<file path="src/plsf_pkg.sv">
// constants, field layout and state type of the pll source select block
// *********************************************************************
// Operation
// RULE_01: Limit flag is high while count exceeds 4-bit threshold, reset 0.
// RULE_02: Divider off bit lets feedback divider run at 0, stops it at 1.
// RULE_03: Software stops the divider only with external feedback selected; the code also takes a stop on internal feedback and sets fb_config_conflict.
// RULE_04: Feedback source 0 is the multi-modulus divider, 1 is input a.
// RULE_05: An own output fed back needs disable group 0x7 unless startup 0x2.
// RULE_06: Reference select: crystal, input a, input b, or ground for none.
// RULE_07: Bit 31 gates the crystal clock into the bank 5 mux, reset enabled.
// RULE_08: Bits 30..28 gate input b into banks 6..4, each reset enabled.
// RULE_09: Auto fanout mode 2: the mux drives the input b gate, writes ignored.
// RULE_10: Bits 27..25 gate input a into banks 6..4, each reset enabled.
// RULE_11: Auto fanout mode 1: the mux drives the input a gate, writes ignored.
// RULE_12: A read of a hardware-driven gate returns the applied value.
// *********************************************************************
package plsf_pkg;

   localparam int CFG_W      = 8;
   localparam int BANK_W     = 32;
   localparam int IDX_W      = 2;
   localparam int THR_W      = 4;
   localparam int MODE_W     = 3;
   localparam int AUTO_BANKS = 3;

   // register indices on the register port
   localparam logic [IDX_W-1:0] IDX_REF_FB  = 2'h0;
   localparam logic [IDX_W-1:0] IDX_BANK_EN = 2'h1;

   // reset values
   localparam logic [CFG_W-1:0]  CFG_RESET  = 8'h00;
   localparam logic [BANK_W-1:0] BANK_RESET = 32'hffffffff;
   localparam logic [2:0]        PICK_RESET = 3'h1;

   // reference and feedback configuration fields
   localparam int THR_HI    = 7;
   localparam int THR_LO    = 4;
   localparam int FBOFF_BIT = 3;
   localparam int FBSEL_BIT = 2;
   localparam int REF_HI    = 1;
   localparam int REF_LO    = 0;

   // bank mux enable fields
   localparam int XTAL_B5_BIT = 31;
   localparam int B_GATE_LO   = 28;
   localparam int A_GATE_LO   = 25;

   // reference choices
   localparam logic [1:0] REF_XTAL = 2'h0;
   localparam logic [1:0] REF_IN_A = 2'h1;
   localparam logic [1:0] REF_IN_B = 2'h2;
   localparam logic [1:0] REF_NONE = 2'h3;

   // one-hot reference picks, all low for ground
   localparam logic [2:0] PICK_XTAL = 3'h1;
   localparam logic [2:0] PICK_IN_A = 3'h2;
   localparam logic [2:0] PICK_IN_B = 3'h4;
   localparam logic [2:0] PICK_NONE = 3'h0;

   // fanout source modes that hand a gate to hardware
   localparam logic [MODE_W-1:0] MODE_INPUT_A = 3'h1;
   localparam logic [MODE_W-1:0] MODE_INPUT_B = 3'h2;

   typedef struct packed {
      logic [BANK_W-1:0] rdata;
      logic [BANK_W-1:0] bank_en;
      logic [CFG_W-1:0]  cfg;
      logic [2:0]        ref_pick;
      logic              limit;
      logic              conflict;
   } plsf_state_t;

endpackage

</file>
<file path="src/plsf_top.sv">
// pll reference/feedback selection, unlock limit and bank mux gates
`timescale 1ns/1ns
module plsf_top #(
   parameter int LOL_CNT_W = 8
) (
   input  wire logic                             clk,              // 25 MHz
   input  wire logic                             sys_rst,          // async
   input  wire logic                             reg_wr,           // write
   input  wire logic                             reg_rd,           // read
   input  wire logic [plsf_pkg::IDX_W-1:0]       reg_idx,          // index
   input  wire logic [plsf_pkg::BANK_W-1:0]      reg_wdata,        // data
   output      logic [plsf_pkg::BANK_W-1:0]      reg_rdata,        // read
   input  wire logic [LOL_CNT_W-1:0]             lol_count,        // count
   input  wire logic [plsf_pkg::AUTO_BANKS-1:0]  bank_auto_fanout, // 4..6
   input  wire logic [plsf_pkg::AUTO_BANKS*plsf_pkg::MODE_W-1:0]
                                                 bank_fanout_mode, // mode
   input  wire logic [plsf_pkg::AUTO_BANKS-1:0]  mux_uses_input_a, // sel a
   input  wire logic [plsf_pkg::AUTO_BANKS-1:0]  mux_uses_input_b, // sel b
   output      logic                             unlock_limit,     // flag
   output      logic [plsf_pkg::THR_W-1:0]       unlock_count_threshold,
   output      logic                             feedback_divider_off,
   output      logic                             feedback_source_select,
   output      logic [1:0]                       ref_select,       // field
   output      logic [2:0]                       ref_pick,         // 1-hot
   output      logic                             fb_config_conflict,
   output      logic [plsf_pkg::BANK_W-1:0]      bank_mux_enables  // gates
);
   import plsf_pkg::*;

   // *****************************************************************
   // hardware takeover of bank 4..6 gates
   // *****************************************************************
   logic [AUTO_BANKS-1:0] auto_a;
   logic [AUTO_BANKS-1:0] auto_b;
   logic [BANK_W-1:0]     hw_mask;
   logic [BANK_W-1:0]     hw_val;

   genvar gi;
   generate
      for (gi = 0; gi < AUTO_BANKS; gi++) begin : g_bank
         assign auto_a[gi] = bank_auto_fanout[gi] &&
            (bank_fanout_mode[gi*MODE_W +: MODE_W] == MODE_INPUT_A); // RULE_11
         assign auto_b[gi] = bank_auto_fanout[gi] &&
            (bank_fanout_mode[gi*MODE_W +: MODE_W] == MODE_INPUT_B); // RULE_09
      end
   endgenerate

   // bank 4+i sits at bit LO+i, so the per-bank vectors shift straight in
   assign hw_mask = (BANK_W'(auto_b) << B_GATE_LO) |
                    (BANK_W'(auto_a) << A_GATE_LO);
   assign hw_val  = (BANK_W'(mux_uses_input_b) << B_GATE_LO) |
                    (BANK_W'(mux_uses_input_a) << A_GATE_LO);

   // *****************************************************************
   // state update
   // *****************************************************************
   plsf_state_t st_reg;
   plsf_state_t st_next;

   always_comb begin
      st_next = st_reg;
      if (reg_wr && reg_idx == IDX_REF_FB) begin
         st_next.cfg = reg_wdata[CFG_W-1:0]; // RULE_02 RULE_04 RULE_06
      end
      if (reg_wr && reg_idx == IDX_BANK_EN) begin
         st_next.bank_en = reg_wdata; // RULE_07 RULE_08 RULE_10
      end
      // hardware wins over a write on a taken-over gate
      st_next.bank_en = (st_next.bank_en & ~hw_mask) |
                        (hw_val & hw_mask); // RULE_09 RULE_11
      st_next.limit = lol_count >
         LOL_CNT_W'(st_reg.cfg[THR_HI:THR_LO]); // RULE_01
      case (st_next.cfg[REF_HI:REF_LO]) // RULE_06
         REF_XTAL: begin
            st_next.ref_pick = PICK_XTAL;
         end
         REF_IN_A: begin
            st_next.ref_pick = PICK_IN_A;
         end
         REF_IN_B: begin
            st_next.ref_pick = PICK_IN_B;
         end
         default: begin
            st_next.ref_pick = PICK_NONE;
         end
      endcase
      // a stopped divider on internal feedback leaves the loop open
      st_next.conflict = st_next.cfg[FBOFF_BIT] &&
                         !st_next.cfg[FBSEL_BIT];
      if (reg_rd) begin
         case (reg_idx)
            IDX_REF_FB: begin
               st_next.rdata = BANK_W'(st_reg.cfg);
            end
            IDX_BANK_EN: begin
               st_next.rdata = st_reg.bank_en; // RULE_12
            end
            default: begin
               st_next.rdata = '0;
            end
         endcase
      end
   end

   always_ff @(posedge clk or posedge sys_rst) begin
      if (sys_rst) begin
         st_reg.rdata    <= '0;
         st_reg.bank_en  <= BANK_RESET;
         st_reg.cfg      <= CFG_RESET;
         st_reg.ref_pick <= PICK_RESET;
         st_reg.limit    <= 1'b0;
         st_reg.conflict <= 1'b0;
      end else begin
         st_reg <= st_next;
      end
   end

   // *****************************************************************
   // outputs
   // *****************************************************************
   assign reg_rdata              = st_reg.rdata;
   assign unlock_limit           = st_reg.limit;
   assign unlock_count_threshold = st_reg.cfg[THR_HI:THR_LO];
   assign feedback_divider_off   = st_reg.cfg[FBOFF_BIT]; // RULE_02
   assign feedback_source_select = st_reg.cfg[FBSEL_BIT]; // RULE_04
   assign ref_select             = st_reg.cfg[REF_HI:REF_LO];
   assign ref_pick               = st_reg.ref_pick;
   assign fb_config_conflict     = st_reg.conflict;
   assign bank_mux_enables       = st_reg.bank_en;

   logic wr_cfg;
   logic wr_bank;
   assign wr_cfg  = reg_wr && reg_idx == IDX_REF_FB;
   assign wr_bank = reg_wr && reg_idx == IDX_BANK_EN;
endmodule

</file>
<file path="config.mk">
export PLATFORM = sky130hd
export DESIGN_NAME = plsf_top
export DESIGN_NICKNAME = d
export VERILOG_FILES = /design/src/plsf_pkg.sv /design/src/plsf_top.sv
export SDC_FILE = /design/constraint.sdc
export NUM_CORES = 1
export LEC_CHECK = 0
export ABC_AREA = 1
export CAP_MARGIN = 20
export CORE_ASPECT_RATIO = 0.75
export CORE_UTILIZATION = 45
export DETAILED_ROUTE_END_ITERATION = 10
export DONT_BUFFER_PORTS = 1
export PLACE_DENSITY = 0.7
export SLEW_MARGIN = 10
export SYNTH_ARGS = -nofsm -noshare
export SYNTH_HDL_FRONTEND = slang
export SYNTH_SLANG_ARGS = --single-unit
export TNS_END_PERCENT = 10
</file>
<file path="constraint.sdc">
create_clock -name clk -period 5.6 [get_ports clk]
set_input_delay 1.12 -clock clk [delete_from_list [all_inputs] [get_ports clk]]
set_output_delay 1.12 -clock clk [all_outputs]
set_load 0.05 [all_outputs]
</file>
== After elaboration in Yosys (flattened, before gate mapping) ==
Cells that the tools add are included.
Word-level totals
  input bits: 64
  flip-flop bits (word level): 77
  memory bits (writable): 0
  memories: 0
  ROM bits: 0
  output and inout port bits: 77
  latch bits: 0
Operators by class
  eq/ne operators: 9
  reduce and logical (&&, ||, !) cells: 12
  div/mod/pow operators: 0
  $add $sub $neg: 0
  magnitude comparators: 1
  multipliers: 0
  multiplexer cells: 4
  shift-type cells: 0
  bitwise gates (word level): 6
Operator list (number)
  32-bit one-hot mux with 2 select lines: 1
  31-bit by 28-bit OR with 31-bit output: 2
  32-bit bitwise AND: 1
  32-bit two-way mux: 1
  31-bit inverter with 32-bit output: 1
  32-bit by 31-bit OR with 32-bit output: 1
  31-bit bitwise AND: 1
  3-bit by 1-bit == test with 1-bit output, second input constant: 3
  3-bit by 2-bit == test with 1-bit output, second input constant: 3
  1-bit logical AND: 9
  3-bit one-hot mux with 3 select lines: 1
  8-bit by 4-bit greater-than comparator with 1-bit output: 1
  2-bit by 1-bit == test with 1-bit output, second input constant: 2
  2-bit logical NOT: 2
  4-bit two-way mux: 1
  2-bit == test, second input constant: 1
  1-bit logical NOT: 1

== Depth between registers and ports, before layout ==
  depth in word-level cells: 6
  depth in mapped cells: 9
  gate-level depth less buffers: 9

== Least setup slack after synthesis ==
Ideal clock, no wire load.
  kind: input -> register
  start point: input port reg_idx[1] (netlist name)
  end point: register, netlist name ref_pick[1]
  arrival time: 1704 ps
  data required time: 5479 ps
  stages on the path: 5
  setup slack: 3775 ps
  setup time: 121 ps
  path through: nor2_4 nand2_2 buf_2 o21ai_0 nor2_1
RTL lines
  start, declared: line plsf_top.sv:10  | input wire logic [plsf_pkg::IDX_W-1:0] reg_idx,

==> results_dict.tcl <==
set metrics [dict create \
    area_growth_pct 8.370 \
    clock_skew_ns 0.006232 \
    grt_max_degree 58 \
    seq_area_frac_synth 0.5724 \
    routabilityCongestion 0.7640 \
    netlist_instances 398 \
    rows 27 \
    p_switching_w 0.0005951 \
    grt.met3_usage 0.08649 \
    grt_pass1_wl_um 11920 \
    fin_setup_tns_ns 0 \
    netlist_top_cells_area "dfrtp_1 32%, dfstp_2 25%, nand2_1 16%" \
    slew_headroom 0.6142 \
    grt_setup_unrepaired "no" \
    hold_path_class "register to register" \
    wl_per_cell_um 15.28 \
    min-delay-start "bank_mux_enables[15]" \
    cts_buffers 9 \
    htree_levels 3 \
    ant_nets 0 \
    synth-async-reset-ratio 1.000 \
    required_ns 4.48 \
    die_area_sq_um 7998 \
    postCtsSetupBuffers 0 \
    fmaxAchievable_mhz 458.7 \
    setup_violations 0 \
    yosysMostFrequentCell "nand2_1" \
    synth-edff-count 0 \
    synthMuxAreaShare 0 \
    syn_nets 466 \
    cts_root_buffer "clkbuf_8" \
    yosysWarningCount 0 \
    clk_latency_ns 0.33 \
    synth_commonest_cells "142 x nand2_1, 56 x nand3_1, 44 x dfrtp_1" \
    hold-path-endpoint "bank_mux_enables[15]" \
    dr.pass1.iters 4 \
    avgSynthCellArea_sq_um 8.639 \
    synth_seq_cells 77 \
    arrival_ns 1.06 \
    synth_compound_area_frac 0.05277 \
    max_slew.worst_pin.slew_ns 0.5786 \
    drt_iter0_drc 107 \
    swShare 0.3621 \
    drt-total-wl_um 7581 \
    synth_xor_area_frac 0 \
    syn-cell-area_sq_um 3438 \
    critPathLaunchType "register" \
    grt_use_met1 0.2457 \
    synth_top_area_share 0.3202 \
    synthAdderAreaFrac 0.01456 \
    start_util 0.4669 \
    grt_pass1_vias 2445 \
    num_antenna_cells 0 \
    clk_pin_slew_ns 0.07 \
    clockBufferDepth 2 \
    synth-main-ff-cell "dfrtp_1" \
    min_period_ns 2.180 \
    drive_gt1_frac 0.1519 \
    cts_hold_buf 0 \
    synth_top_area_cell "dfrtp_1" \
    post-dp-hpwl_um 5147 \
    cts_tree "yes" \
    final_max_slew_viol_count 0 \
    power_w 0.001644 \
    yosysUniqueCellTypes 21 \
    timing.rr.start "unlock_count_threshold[3]" \
    p_seq_frac 0.600 \
    whs_path_depth 2 \
    clockPowerShare 0.321 \
    die_w_um 102.9 \
    endpoint_kind "output pin" \
    die_h_um 77.70 \
    vias 2569 \
    clkSinkCount 77 \
    io_buffers 0 \
    vdd_drop_max_v 0.0001522 \
    cts-resized-gates 0 \
    path_max_fanout 3 \
    core_sq_um 7365 \
    drv_cap 0 \
    finalCritPeriodShare 0.3893 \
    finalNetCount 459 \
    reg2reg_slack_ns 4.10 \
    outcome "complete, no violations" \
    grtUsageTotal 0.1978 \
    r2r_end "unlock_limit" \
    antenna_found_initial 0 \
    via_per_inst 5.179 \
    drc 0 \
    hold_viol 0 \
    setup.worst_path.class "register to output pin" \
    grt_use_met2 0.3120 \
    synth_top_family_by_area "simple AND/OR/NAND/NOR gates" \
    io_pins 141 \
    power.internal_w 0.001048 \
    p_per_area_nw_per_um2 441.1 \
    busiest_layer "met2" \
    yosys.area_share.simple 0.2860 \
    overflow 0 \
    p_leak_nw 1.886 \
    combPwrFrac 0.079 \
    r2r.worst_path.cells 6 \
]
==> cells by family after synthesis <==
kind of cell	after synthesis
flops	77
fa+ha+maj	4
buf+inv	52
simple gates	231
compound gates	34
==> routing by layer <==
layer / routed length [um] / vias to the layer above
met5: 0 / -
met2: 3593 / 119
met1: 3130 / 1196
met4: 75 / 0
li1: - / 1245
met3: 781 / 9
==> tightest hold or removal path, stage by stage, from the launching register on <==
cell and delay, ns:
dfstp_2 0.46, nand2_1 0.10, nand2_1 0.05
==> power groups by stage <==
stage               clock network (W)  registers, W  logic (W)
floorplan                           0      0.000975   0.000117
global placement                    0      0.000996   0.000124
detailed placement                  0      0.000997   0.000130
CTS                          0.000542      0.000987   0.000130
global route                 0.000566      0.000998   0.000156
finish                       0.000527      0.000987   0.000130
==> state kept, by name, indices dropped and copies added, names as in the netlist, named ones only <==
register,count
unlock_count_threshold,4
unlock_limit,1
feedback_divider_off,1
ref_select,2
ref_pick,3
reg_rdata,32
feedback_source_select,1
fb_config_conflict,1
bank_mux_enables,26
==> layout by cell type (no fill, tap or decap) <==
cell / count
nand2_1: 142
nand3_1: 56
dfrtp_1: 44
dfstp_2: 33
inv_1: 28
nor2_1: 22
a21oi_1: 17
o21ai_0: 13
clkbuf_8: 9
nand3b_1: 6
ha_1: 4
bufinv_16: 4
o21ai_2: 3
buf_4: 3
nor2_4: 2
nand2_2: 2
clkinv_2: 2
inv_2: 1
o21ai_1: 1
nor3b_1: 1
clkbuf_1: 1
buf_16: 1
==> stage by stage <==
step | hold slack (ns) | worst slack [ns] | utilization | instance area, sq um | std cells
after global routing | 0.6155 | 3.378 | 0.5059 | 3726 | 496
after detailed placement | 0.5953 | 3.324 | 0.4679 | 3446 | 480
after global placement | 0.5899 | 3.403 | 0.4679 | 3446 | 480
after floorplan | 0.5769 | 2.568 | - | 3438 | 398
after CTS | 0.6064 | 3.397 | 0.5022 | 3699 | 495
final | 0.6033 | 3.420 | 0.5059 | 3726 | 496
==> how the worst max path moves through the flow <==
stage	slack, ns	depth (start not counted)	to
floorplan	2.57	1	fb_config_conflict
global placement	3.40	3	reg_rdata[1]
detailed placement	3.32	3	reg_rdata[0]
CTS	3.40	0	bank_mux_enables[4]
global route	3.38	0	ref_select[0]
finish	3.42	0	bank_mux_enables[28]
==> cell type report <==
type / count / area, sq um
Fill cell: 709 / 3638
Sequential cell: 77 / 1968
Multi-Input combinational cell: 269 / 1215
Clock buffer: 10 / 127.6
Tap cell: 101 / 126.4
Clock inverter: 5 / 125.1
Inverter: 30 / 113.9
Timing Repair Buffer: 4 / 50.05
(Power assumes the default switching activity.)
